File: src/scan_timing_pkg.sv
package scan_timing_pkg;
	localparam int CLK_HZ = 100_000_000;
	localparam int US_PER_S = 1_000_000;
	localparam int RATE_MIN_HZ = 200_000;
	localparam int RATE_MAX_HZ = 2_000_000;
	localparam logic [15:0] DIV_MAX = 16'(CLK_HZ / RATE_MIN_HZ);
	localparam logic [15:0] DIV_MIN = 16'(CLK_HZ / RATE_MAX_HZ);
	localparam logic [15:0] US_CYCLES = 16'(CLK_HZ / US_PER_S);
	localparam int EXPO_MIN_MS = 2;
	localparam int EXPO_MAX_MS = 16;
	localparam logic [15:0] EXPO_MIN_US = 16'(EXPO_MIN_MS * 1000);
	localparam logic [15:0] EXPO_MAX_US = 16'(EXPO_MAX_MS * 1000);
	localparam int READOUT_DATA = 161;
	localparam logic [6:0] READOUT_TCK = 7'((READOUT_DATA + 1) / 2);
	localparam logic [6:0] WHITE_TCK = READOUT_TCK - 7'h2;
	localparam logic [6:0] END_TCK = READOUT_TCK - 7'h1;
	localparam logic [15:0] RCK_EXT_WIDTH = 16'h0005;
	localparam logic [7:0] ADDR_CTRL = 8'h00;
	localparam logic [7:0] ADDR_RATE = 8'h04;
	localparam logic [7:0] ADDR_EXPO = 8'h08;
	localparam logic [7:0] ADDR_STATUS = 8'h0c;
	localparam logic [7:0] ADDR_LINES = 8'h10;
	localparam int CTRL_CLK_SEL = 0;
	localparam int CTRL_EXP_SEL = 1;
	localparam int CTRL_RUN = 2;
	localparam logic [2:0] CTRL_RST = 3'h4;
	localparam logic [15:0] RATE_RST = 16'h00c8;
	localparam logic [15:0] EXPO_RST = 16'h2710;
	typedef enum logic [1:0] {
		ST_IDLE = 2'b00,
		ST_TRANSFER = 2'b01,
		ST_READ = 2'b10
	} scan_state_e;
endpackage

File: src/ccd_line_scan_timing_gen.sv
// Design decisions made here: the placing of the registers and strobed register access.
`timescale 1ns/1ps
module ccd_line_scan_timing_gen
	import scan_timing_pkg::*;
(
	input wire logic sys_clk,
	input wire logic nrst,
	input wire logic [7:0] addr,
	input wire logic [31:0] wdata,
	input wire logic wr,
	input wire logic rd,
	output logic [31:0] rdata,
	input wire logic ext_clock_in,
	input wire logic ext_expo_end,
	output logic pixel_reset_clock,
	output logic transport_clock,
	output logic line_transfer_clock,
	output logic white_ref_clock,
	output logic scan_end_marker
);
	logic [2:0] ctrl;
	logic [15:0] rate_div;
	logic [15:0] expo_us;
	logic [15:0] lines;
	logic [2:0] clk_sync;
	logic [2:0] end_sync;
	logic ext_clk_rise;
	logic ext_end_rise;
	logic int_data_tick;
	logic us_tick;
	logic data_tick;
	logic tck_tick;
	logic [15:0] rate_clamped;
	logic [15:0] expo_clamped;
	logic [15:0] rck_count;
	logic [15:0] expo_cnt;
	logic expo_pending;
	logic int_expo_end;
	scan_state_e state;
	logic [6:0] rd_cnt;
	logic clk_sel;
	logic exp_sel;
	logic run;

	function automatic logic [15:0] clamp16(input logic [15:0] v, input logic [15:0] lo,
		input logic [15:0] hi);
		clamp16 = (v < lo) ? lo : ((v > hi) ? hi : v);
	endfunction

	assign clk_sel = ctrl[CTRL_CLK_SEL];
	assign exp_sel = ctrl[CTRL_EXP_SEL];
	assign run = ctrl[CTRL_RUN];
	assign rate_clamped = clamp16(rate_div, DIV_MIN, DIV_MAX);
	assign expo_clamped = clamp16(expo_us, EXPO_MIN_US, EXPO_MAX_US);

	// Pins are asynchronous; the second and third stages feed the edge detector
	always_ff @(posedge sys_clk)
	begin
		if (!nrst)
		begin
			clk_sync <= 3'h0;
			end_sync <= 3'h0;
		end
		else
		begin
			clk_sync <= {clk_sync[1:0], ext_clock_in};
			end_sync <= {end_sync[1:0], ext_expo_end};
		end
	end
	assign ext_clk_rise = clk_sync[1] && !clk_sync[2];
	assign ext_end_rise = end_sync[1] && !end_sync[2];

	rate_divider u_rate (
		.sys_clk(sys_clk),
		.nrst(nrst),
		.enable(run && !clk_sel),
		.period(rate_clamped),
		.tick(int_data_tick)
	);

	rate_divider u_us (
		.sys_clk(sys_clk),
		.nrst(nrst),
		.enable(run),
		.period(US_CYCLES),
		.tick(us_tick)
	);

	assign data_tick = run && (clk_sel ? ext_clk_rise : int_data_tick);
	// Transport clock rising edge is the readout step unit
	assign tck_tick = data_tick && !transport_clock;

	// Register port
	always_ff @(posedge sys_clk)
	begin
		if (!nrst)
		begin
			ctrl <= CTRL_RST;
			rate_div <= RATE_RST;
			expo_us <= EXPO_RST;
		end
		else if (wr)
		begin
			case (addr)
				ADDR_CTRL: ctrl <= wdata[2:0];
				ADDR_RATE: rate_div <= wdata[15:0];
				ADDR_EXPO: expo_us <= wdata[15:0];
				default: ;
			endcase
		end
	end

	always_ff @(posedge sys_clk)
	begin
		if (!nrst)
			rdata <= 32'h0000_0000;
		else if (rd)
		begin
			case (addr)
				ADDR_CTRL: rdata <= {29'h0, ctrl};
				// Reads show the setting in effect, so software sees the clamp
				ADDR_RATE: rdata <= {16'h0, rate_clamped};
				ADDR_EXPO: rdata <= {16'h0, expo_clamped};
				ADDR_STATUS: rdata <= {8'h00, rd_cnt, 13'h0, expo_pending, state, transport_clock};
				ADDR_LINES: rdata <= {16'h0, lines};
				default: rdata <= 32'h0000_0000;
			endcase
		end
		else
			rdata <= 32'h0000_0000;
	end

	// Reset clock: half period internal, fixed short pulse on an external clock
	always_ff @(posedge sys_clk)
	begin
		if (!nrst)
		begin
			pixel_reset_clock <= 1'b0;
			rck_count <= 16'h0000;
		end
		else if (data_tick)
		begin
			pixel_reset_clock <= 1'b1;
			rck_count <= clk_sel ? RCK_EXT_WIDTH : {1'b0, rate_clamped[15:1]};
		end
		else if (rck_count > 16'h0001)
			rck_count <= rck_count - 16'h0001;
		else
		begin
			rck_count <= 16'h0000;
			pixel_reset_clock <= 1'b0;
		end
	end

	always_ff @(posedge sys_clk)
	begin
		if (!nrst)
			transport_clock <= 1'b0;
		else if (data_tick)
			transport_clock <= !transport_clock;
	end

	// Internal exposure countdown in microseconds, reloaded at terminal count
	assign int_expo_end = !exp_sel && us_tick && expo_cnt == 16'h0001;
	always_ff @(posedge sys_clk)
	begin
		if (!nrst)
			expo_cnt <= EXPO_RST;
		else if (exp_sel || expo_cnt == 16'h0000)
			expo_cnt <= expo_clamped;
		else if (us_tick)
			expo_cnt <= (expo_cnt == 16'h0001) ? expo_clamped : expo_cnt - 16'h0001;
	end

	// Set wins over the clear taken by the transfer start
	always_ff @(posedge sys_clk)
	begin
		if (!nrst)
			expo_pending <= 1'b0;
		else if (int_expo_end || (exp_sel && ext_end_rise))
			expo_pending <= 1'b1;
		else if (tck_tick)
			expo_pending <= 1'b0;
	end

	// Line readout, advanced on transport clock rising edges
	always_ff @(posedge sys_clk)
	begin
		if (!nrst)
		begin
			state <= ST_IDLE;
			rd_cnt <= 7'h00;
		end
		else if (tck_tick)
		begin
			if (expo_pending)
			begin
				state <= ST_TRANSFER;
				rd_cnt <= 7'h00;
			end
			else
			begin
				case (state)
					ST_TRANSFER:
					begin
						state <= ST_READ;
						rd_cnt <= 7'h01;
					end
					ST_READ:
					begin
						if (rd_cnt == END_TCK)
							state <= ST_IDLE;
						rd_cnt <= rd_cnt + 7'h01;
					end
					ST_IDLE: rd_cnt <= 7'h00;
					default: state <= ST_IDLE;
				endcase
			end
		end
	end

	// Outputs follow the state one cycle later, straight from flops
	always_ff @(posedge sys_clk)
	begin
		if (!nrst)
		begin
			line_transfer_clock <= 1'b0;
			white_ref_clock <= 1'b0;
			scan_end_marker <= 1'b0;
		end
		else
		begin
			line_transfer_clock <= state == ST_TRANSFER;
			white_ref_clock <= state == ST_READ && rd_cnt == WHITE_TCK;
			scan_end_marker <= state == ST_READ && rd_cnt == END_TCK;
		end
	end

	always_ff @(posedge sys_clk)
	begin
		if (!nrst)
			lines <= 16'h0000;
		else if (tck_tick && expo_pending)
			lines <= lines + 16'h0001;
	end

	// Helper for checks: transport ticks since the last transfer start
	logic [7:0] tck_since;
	always_ff @(posedge sys_clk)
	begin
		if (!nrst)
			tck_since <= 8'h00;
		else if (tck_tick && expo_pending)
			tck_since <= 8'h00;
		else if (tck_tick && tck_since != 8'hff)
			tck_since <= tck_since + 8'h01;
	end
endmodule // ccd_line_scan_timing_gen

File: src/rate_divider.sv
`timescale 1ns/1ps
module rate_divider
	import scan_timing_pkg::*;
(
	input wire logic sys_clk,
	input wire logic nrst,
	input wire logic enable,
	input wire logic [15:0] period,
	output logic tick
);
	logic [15:0] count;

	always_ff @(posedge sys_clk)
	begin
		if (!nrst || !enable)
		begin
			count <= 16'h0000;
			tick <= 1'b0;
		end
		else if (count + 16'h0001 >= period)
		begin
			count <= 16'h0000;
			tick <= 1'b1;
		end
		else
		begin
			count <= count + 16'h0001;
			tick <= 1'b0;
		end
	end
endmodule // rate_divider

File: config.mk
export PLATFORM = sky130hd
export DESIGN_NAME = ccd_line_scan_timing_gen
export DESIGN_NICKNAME = d
export VERILOG_FILES = /design/src/scan_timing_pkg.sv /design/src/ccd_line_scan_timing_gen.sv /design/src/rate_divider.sv
export SDC_FILE = /design/constraint.sdc
export NUM_CORES = 1
export LEC_CHECK = 0
export ABC_AREA = 0
export BUFFER_PORTS_ARGS = -buffer_cell sky130_fd_sc_hd__clkbuf_2
export CORE_ASPECT_RATIO = 0.75
export CORE_MARGIN = 10
export CORE_UTILIZATION = 47
export DETAILED_ROUTE_END_ITERATION = 10
export PLACE_DENSITY_LB_ADDON = 0.3
export SLEW_MARGIN = 20
export SYNTH_ARGS = -nofsm -noshare
export SYNTH_HDL_FRONTEND = slang
export SYNTH_HIERARCHICAL = 1
export SYNTH_SLANG_ARGS = --single-unit
File: constraint.sdc
create_clock -name sys_clk -period 3.1 [get_ports sys_clk]
set_input_delay 0.62 -clock sys_clk [delete_from_list [all_inputs] [get_ports sys_clk]]
set_output_delay 0.62 -clock sys_clk [all_outputs]
set_load 0.05 [all_outputs]
==> results_dict.tcl, run 1 <==
set metrics [dict create \
    status "finished with violations" \
    failed_checks "negative setup slack" \
    leakage_power_summed_over_all_cells_nw 4.074 \
    synth_ff_type "sky130_fd_sc_hd__dfxtp_1" \
    core_area_mm2 0.01755 \
    worst_slew_pin_slew_ns 0.7085 \
    wl_per_cell_um 16.20 \
    cp-end-kind "register" \
    worst_setup_path_start_kind "register" \
    grt_pass1_wl_mm 35.43 \
    hold_path.startpoint "ext_expo_end" \
    detailedPlace.worstSlack_ns -0.1532 \
    largest_buffer_count_on_any_clock_path 2 \
    fmax_ghz 0.3203 \
    final-setup-viol-count 1 \
    post_synth_num_cell_types 80 \
    power.share.combinational 0.132 \
    report.final.hold_viol_count 0 \
    syn-instance-count 992 \
    worstPathCellList "nand3_4 -> or3_4 -> o21ai_0 -> nand2_1 -> ha_1 -> and4_1 -> o311ai_1 -> o31ai_4 -> buf_4 -> nor4_4" \
    holdPathStages 2 \
    worstPathArrival_ns 3.44 \
    ctsRootBufferMaster "sky130_fd_sc_hd__clkbuf_16" \
    post-route-period-util 1.007 \
    critPathBufInv 1 \
    ys_async_sr_fraction 0 \
    p_switching_mw 1.365 \
    worst_slew_margin_rel 0.5227 \
    final_antenna_net_count 0 \
    timing.max_cap.violations 0 \
    finalSetupTns_ns -0.02206 \
    p_clk_frac 0.437 \
    worst_slack_ns -0.02206 \
    cpMaxStageDelayCell "sky130_fd_sc_hd__o31ai_4" \
    initial_core_util 0.4750 \
    detail_route.wirelength_mm 22.05 \
    via_count 7587 \
    globalRoute.totalOverflow 0 \
    final_standard_cell_area_without_fillers_mm2 0.009995 \
    syn_avg_cell_area_um2 8.405 \
    synth-warning-count 6 \
    grt_pass1_vias 6924 \
    synth_seq_area_share 0.3866 \
    post_synth_edffs 0 \
    register_area_mm2 0.003228 \
    crit_path_max_fanout 6 \
    tritoncts.num_buffers 17 \
    min_period_ns 3.122 \
    rr_endpoint "u_rate/count[1]" \
    drt-initial-drc-count 740 \
    worstHoldEndpoint "end_sync[0]" \
    worstPathRequired_ns 3.42 \
    clkLatencyLatePin_ns 0.43 \
    antenna_found_initial 0 \
    multi_input_area_mm2 0.004936 \
    share_seq_of_total_power 0.431 \
    worst_clock_skew_ns 0.008983 \
    maxSlewViolCount 0 \
    ys_ff_latch 161 \
    n_fill_cell 1612 \
    cell_internal_pwr_mw 3.892 \
    cts.sinks 161 \
    layout-area-overhead-vs-synth_pct 19.87 \
    vdd_ir_drop_max_mv 0.4568 \
    antenna-diode-count 0 \
    power.density_mw_per_mm2 525.9 \
    netSwitchingFraction 0.2597 \
    cts_tree "done" \
    post_cts_hold_buffer_count 0 \
    cell_type_group_with_the_largest_total_delay_on_the_critical_path "compound AO/OA/AOI/OAI gates" \
    place_congestion 0.8942 \
    die_area_mm2 0.02352 \
    r2r-start "u_rate/count[2]" \
    clk_transition_reported_paths_ns 0.07 \
    worst-r2r-cell-count 10 \
    synth_cell_area_mm2 0.008338 \
    port_buffers 57 \
    firstDrtPassIters 5 \
    ioPinCount 83 \
    fraction_of_layout_instances_using_a_drive_strength_above_1 0.1743 \
    critical-path-max-stage-delay_ns 0.56 \
    post_dp_cell_area_mm2 0.009171 \
    fp-row-count 42 \
    fin_nets 1193 \
    grt_start_max_net_pins 33 \
    detailedPlacementHpwl_mm 15.87 \
    post-route-drc-count 0 \
    chipHeight_um 135.4 \
    postLayoutCoreUtil 0.5694 \
    number_of_h_tree_branching_levels 4 \
    min-delay-path-class "in -> reg" \
    rsz0062_at_grt "yes" \
    reg2reg_setup_slack_ns -0.02 \
    die_x_um 173.8 \
    design_power_total_mw 5.256 \
    detail_route.vias_per_cell 5.575 \
    grt_util_all_layers 0.1825 \
    timing_worst_setup_path_type "reg -> reg" \
]
## cells in the mapped netlist, types with 4 or more instances
cell type / count / area (um^2)
sky130_fd_sc_hd__nor2_1: 72 / 270.3
sky130_fd_sc_hd__and2_1: 29 / 181.4
sky130_fd_sc_hd__nand2_1: 112 / 420.4
sky130_fd_sc_hd__a222oi_1: 5 / 50.05
sky130_fd_sc_hd__xor2_1: 27 / 236.5
sky130_fd_sc_hd__nor3_1: 31 / 155.2
sky130_fd_sc_hd__o22ai_1: 8 / 50.05
sky130_fd_sc_hd__a31oi_1: 12 / 75.07
sky130_fd_sc_hd__nand4_1: 8 / 50.05
sky130_fd_sc_hd__and4_1: 26 / 227.7
sky130_fd_sc_hd__nor3b_1: 5 / 37.54
sky130_fd_sc_hd__xnor2_1: 28 / 245.2
sky130_fd_sc_hd__a2111oi_0: 4 / 35.03
sky130_fd_sc_hd__nand3_1: 68 / 340.3
sky130_fd_sc_hd__o211ai_1: 4 / 30.03
sky130_fd_sc_hd__ha_1: 41 / 513.0
sky130_fd_sc_hd__buf_4: 10 / 75.07
sky130_fd_sc_hd__clkbuf_1: 22 / 82.58
sky130_fd_sc_hd__and3_1: 9 / 56.30
sky130_fd_sc_hd__dfxtp_1: 161 / 3223
sky130_fd_sc_hd__nor2b_1: 7 / 43.79
sky130_fd_sc_hd__a21o_1: 5 / 37.54
sky130_fd_sc_hd__nor4_1: 16 / 100.1
sky130_fd_sc_hd__o21ai_0: 34 / 170.2
sky130_fd_sc_hd__buf_2: 7 / 35.03
sky130_fd_sc_hd__or3_1: 17 / 106.4
sky130_fd_sc_hd__nand2b_1: 6 / 37.54
sky130_fd_sc_hd__o31ai_1: 5 / 37.54
sky130_fd_sc_hd__inv_1: 57 / 214.0
sky130_fd_sc_hd__a22oi_1: 7 / 52.55
sky130_fd_sc_hd__a21oi_1: 63 / 315.3
## metal layers
layer,up-vias,wire [um],track usage
met1,3580,10530,0.2633
met3,18,1597,0.04986
li1,3744,-,-
met5,-,0,0
met4,0,182,0.03837
met2,245,9732,0.2650
## registers in the layout, summed over array words and instances (netlist names)
register	cells
transport_clock	1
u_us/tick	1
scan_end_marker	1
rdata	23
clk_sync	3
rck_count	16
u_us/count	16
white_ref_clock	1
end_sync	3
lines	16
line_transfer_clock	1
u_rate/tick	1
expo_us	16
pixel_reset_clock	1
expo_pending	1
rate_div	16
expo_cnt	16
u_rate/count	16
state	2
rd_cnt	7
ctrl	3
## metrics by stage
stage	hold WS [ns]	cells
after floorplan	0.4119	1022
after global placement	0.4129	1326
after detailed placement	0.4224	1326
after CTS	0.4023	1359
after global routing	0.4046	1361
final	0.4119	1361
## power by group through the flow
stage / clock (mW) / sequential (mW) / combinational, mW
finish: 2.30 / 2.27 / 0.692
global route: 2.43 / 2.28 / 0.771
CTS: 2.33 / 2.27 / 0.682
detailed placement: 0 / 2.31 / 0.673
global placement: 0 / 2.31 / 0.661
floorplan: 0 / 2.29 / 0.553
## layout by cell type, fill, tap and decap left out, types with 17 or more instances in the layout
cell type                   count
sky130_fd_sc_hd__clkbuf_2      57
sky130_fd_sc_hd__and4_1        26
sky130_fd_sc_hd__and2_1        29
sky130_fd_sc_hd__or3_1         17
sky130_fd_sc_hd__o21ai_0       33
sky130_fd_sc_hd__xor2_1        27
sky130_fd_sc_hd__nor3_1        31
sky130_fd_sc_hd__nand3_1       68
sky130_fd_sc_hd__ha_1          40
sky130_fd_sc_hd__xnor2_1       28
sky130_fd_sc_hd__conb_1        32
sky130_fd_sc_hd__nor2_1        70
sky130_fd_sc_hd__nand2_1      111
sky130_fd_sc_hd__dfxtp_1      157
sky130_fd_sc_hd__clkbuf_16     17
sky130_fd_sc_hd__a21oi_1       63
sky130_fd_sc_hd__inv_1         57
sky130_fd_sc_hd__buf_4         49
## layout make-up
type	instances	share of cell area
clock buffer	20	0.04670
clock inverter	12	0.01790
inverter	58	0.02178
multi-input combinational	761	0.4939
sequential	161	0.3230
tap	242	0.03030
timing repair buffer	107	0.06647
## kinds of logic after synthesis
| group | share of synthesized area |
|---|---|
| buf+inv | 0.05252 |
| xor+xnor | 0.05777 |
| fa+ha+maj | 0.06152 |
| flops | 0.3866 |
| mux | 0.007653 |
| simple gates | 0.2871 |
| compound gates | 0.1460 |
| other cells | 0.0009007 |
## timing repair
action / 4_1_cts / 5_1_grt
setup endpoints to repair: 16 / 29
pin swaps: 1 / 8
resized for setup: 7 / 26
buffers inserted: 1 / 2
## how the worst max path moves through the flow
stage,end,depth (start not counted),startpoint,slack (ns)
4_1_cts,u_rate/count[13],12,rate_div[11],0.002
3_5_place_dp,u_rate/count[0],11,rate_div[11],-0.15
3_3_place_gp,u_rate/count[0],11,rate_div[11],-0.06
6_report,u_rate/count[1],10,u_rate/count[2],-0.02
2_1_floorplan,u_rate/count[14],9,rate_div[11],0.10
5_1_grt,u_rate/count[1],10,u_rate/count[3],-0.13
Note: power is estimated with default switching activity, not from simulation.
==> run 2, diff against run 1 <==
Settings changed: BUFFER_PORTS_ARGS -buffer_cell sky130_fd_sc_hd__clkbuf_2 to unset, DONT_BUFFER_PORTS set to 1.
==> run 2 against run 1 <==
The flow now finishes without violations. Final cell count is 5.5% lower. Critical path depth is 1 higher. First-iteration DRC count is 3.6% lower. Sequential share of layout area is 1.5 points higher. Cell area is 4.5% lower. Count of clock-buffer cells in the layout is 3 higher. Via count is 4.2% lower. Critical path type unchanged. Critical endpoint is now u_rate/count[13]. Largest power group is now sequential cells.
==> results_dict.tcl, run 2 (synthesis results as in run 1) <==
set metrics [dict create \
    cts_post_setup_buffers_inserted 0 \
    core_area_mm2 0.01755 \
    min_period_ns 3.041 \
    grt_start_max_net_pins 44 \
    fin_nets 1119 \
    tritoncts.num_buffers 17 \
    critPathBufInv 2 \
    min-delay-path-class "in -> reg" \
    postLayoutCoreUtil 0.5436 \
    grt_pass1_vias 6705 \
    port_buffers 0 \
    critical-path-max-stage-delay_ns 0.59 \
    worst_slew_pin_slew_ns 0.7552 \
    wl_per_cell_um 16.60 \
    cp_num_cells 11 \
    number_of_h_tree_branching_levels 4 \
    worst_setup_path_start_kind "register" \
    worst_hold_slack_ns 0.2929 \
    clkLatencyLatePin_ns 0.42 \
    rsz0062_at_grt "yes" \
    leakage_power_summed_over_all_cells_nw 3.753 \
    ctsRootBufferMaster "sky130_fd_sc_hd__clkbuf_16" \
    drt-initial-drc-count 713 \
    worstPathRequired_ns 3.42 \
    worstPathArrival_ns 3.36 \
    initial_core_util 0.4750 \
    place_congestion 0.8643 \
    grt_busiest_layer "met2" \
    met2_global_route_usage 0.2575 \
    largest-register "rdata" \
    design_power_total_mw 5.163 \
    cts.sinks 161 \
    most_common_cell_after_layout_fill_and_taps_aside "sky130_fd_sc_hd__dfxtp_1" \
    final-setup-viol-count 0 \
    firstDrtPassIters 6 \
    numPlacedInstances 1255 \
    largest_buffer_count_on_any_clock_path 2 \
    antenna-diode-count 0 \
    die_x_um 173.8 \
    detail_route.wirelength_mm 21.35 \
    layout.cells.most_common_list "158 x sky130_fd_sc_hd__dfxtp_1, 111 x sky130_fd_sc_hd__nand2_1, 71 x sky130_fd_sc_hd__nor2_1, 68 x sky130_fd_sc_hd__nand3_1, 63 x sky130_fd_sc_hd__a21oi_1" \
    cell_type_group_with_the_largest_total_delay_on_the_critical_path "compound AO/OA/AOI/OAI gates" \
    maxSlewViolCount 0 \
    crit_path_max_fanout 6 \
    grt_pass1_wl_mm 34.31 \
    post_cts_hold_buffer_count 0 \
    cp-end-kind "register" \
    cts_tree "done" \
    fmax_ghz 0.3288 \
    worst_clock_skew_ns 0.01086 \
    vdd_ir_drop_max_mv 0.4345 \
    fp-row-count 42 \
    detail_route.vias_per_cell 5.652 \
    globalRouteMet1Util 0.2489 \
    clk_transition_reported_paths_ns 0.06 \
    dominant_cell_type_by_count_on_the_critical_path "sky130_fd_sc_hd__inv_1" \
    grt_util_all_layers 0.1773 \
    globalRoute.totalOverflow 0 \
    worstPathCellList "or4b_2 -> a21oi_1 -> nand2_2 -> nor2_1 -> inv_1 -> inv_1 -> ha_1 -> a21o_1 -> a221o_1 -> a22o_4 -> a2111oi_2" \
    ioPinCount 83 \
    worst_slew_margin_rel 0.4912 \
    final_antenna_net_count 0 \
    gr-usage-met3 0.04958 \
    die_area_mm2 0.02352 \
    antenna_found_initial 0 \
    post-route-drc-count 0 \
    layout-area-overhead-vs-synth_pct 14.42 \
    status "finished clean" \
    n_fill_cell 1636 \
    detailedPlacementHpwl_mm 15.40 \
    cell_count_final_fillers_out 1286 \
    holdPathStages 1 \
    cpMaxStageDelayCell "sky130_fd_sc_hd__or4b_2" \
    worst-r2r-cell-count 11 \
    timing_worst_setup_path_type "reg -> reg" \
    timing.max_cap.violations 0 \
    post-route-period-util 0.9809 \
    via_count 7269 \
    finalSetupTns_ns 0 \
    report.final.hold_viol_count 0 \
    chipHeight_um 135.4 \
    max_reg_flops 23 \
    fraction_of_layout_instances_using_a_drive_strength_above_1 0.1111 \
    power.density_mw_per_mm2 541.2 \
]
-- run 2: path summary, 6_finish.rpt --
path	start	to	slack (ns)
setup / recovery	rate_div[2]	u_rate/count[13]	0.06
setup reg to reg	rate_div[2]	u_rate/count[13]	0.06
hold / removal	nrst	ctrl[2]	0.29
hold reg to reg	end_sync[0]	end_sync[1]	0.43
-- run 2: per-layer routing --
metal  vias up  part of all wire  wire (um)
met4         0             0.015        310
met3        24             0.078       1665
met2       245              0.43       9073
met1      3410              0.48      10300
met5         -                 0          0
li1       3590                 -          -
-- run 2: timing repair --
action	in CTS	in global routing
cloned	0	0
pin swaps	0	5
endpoints found under the setup margin	2	34
gates resized for setup	5	23
-- run 2: through the flow --
step                cell area [um^2]  worst slack, ns
global placement                8781         -0.02163
CTS                             9424          0.02085
floorplan                       8451           0.1009
global route                    9540          -0.1049
finish                          9540          0.05908
detailed placement              8781         -0.06504
-- run 2: area by class of cell --
cell class / count / area, um^2 / share of cell area
timing repair buffer: 33 / 247.7 / 0.02597
sequential: 161 / 3227 / 0.3382
clock buffer: 23 / 478.0 / 0.05010
tap: 242 / 302.8 / 0.03174
multi-input combinational: 761 / 4916 / 0.5153
inverter: 58 / 217.7 / 0.02282
clock inverter: 8 / 151.4 / 0.01587
-- run 2: where the power goes --
| part | internal (mW) | leakage [nW] | total [mW] | switching [mW] |
|---|---|---|---|---|
| logic | 0.288 | 2.14 | 0.645 | 0.357 |
| registers | 2.17 | 1.30 | 2.27 | 0.0957 |
| clock network | 1.41 | 0.308 | 2.25 | 0.837 |
| total | 3.87 | 3.75 | 5.16 | 1.29 |
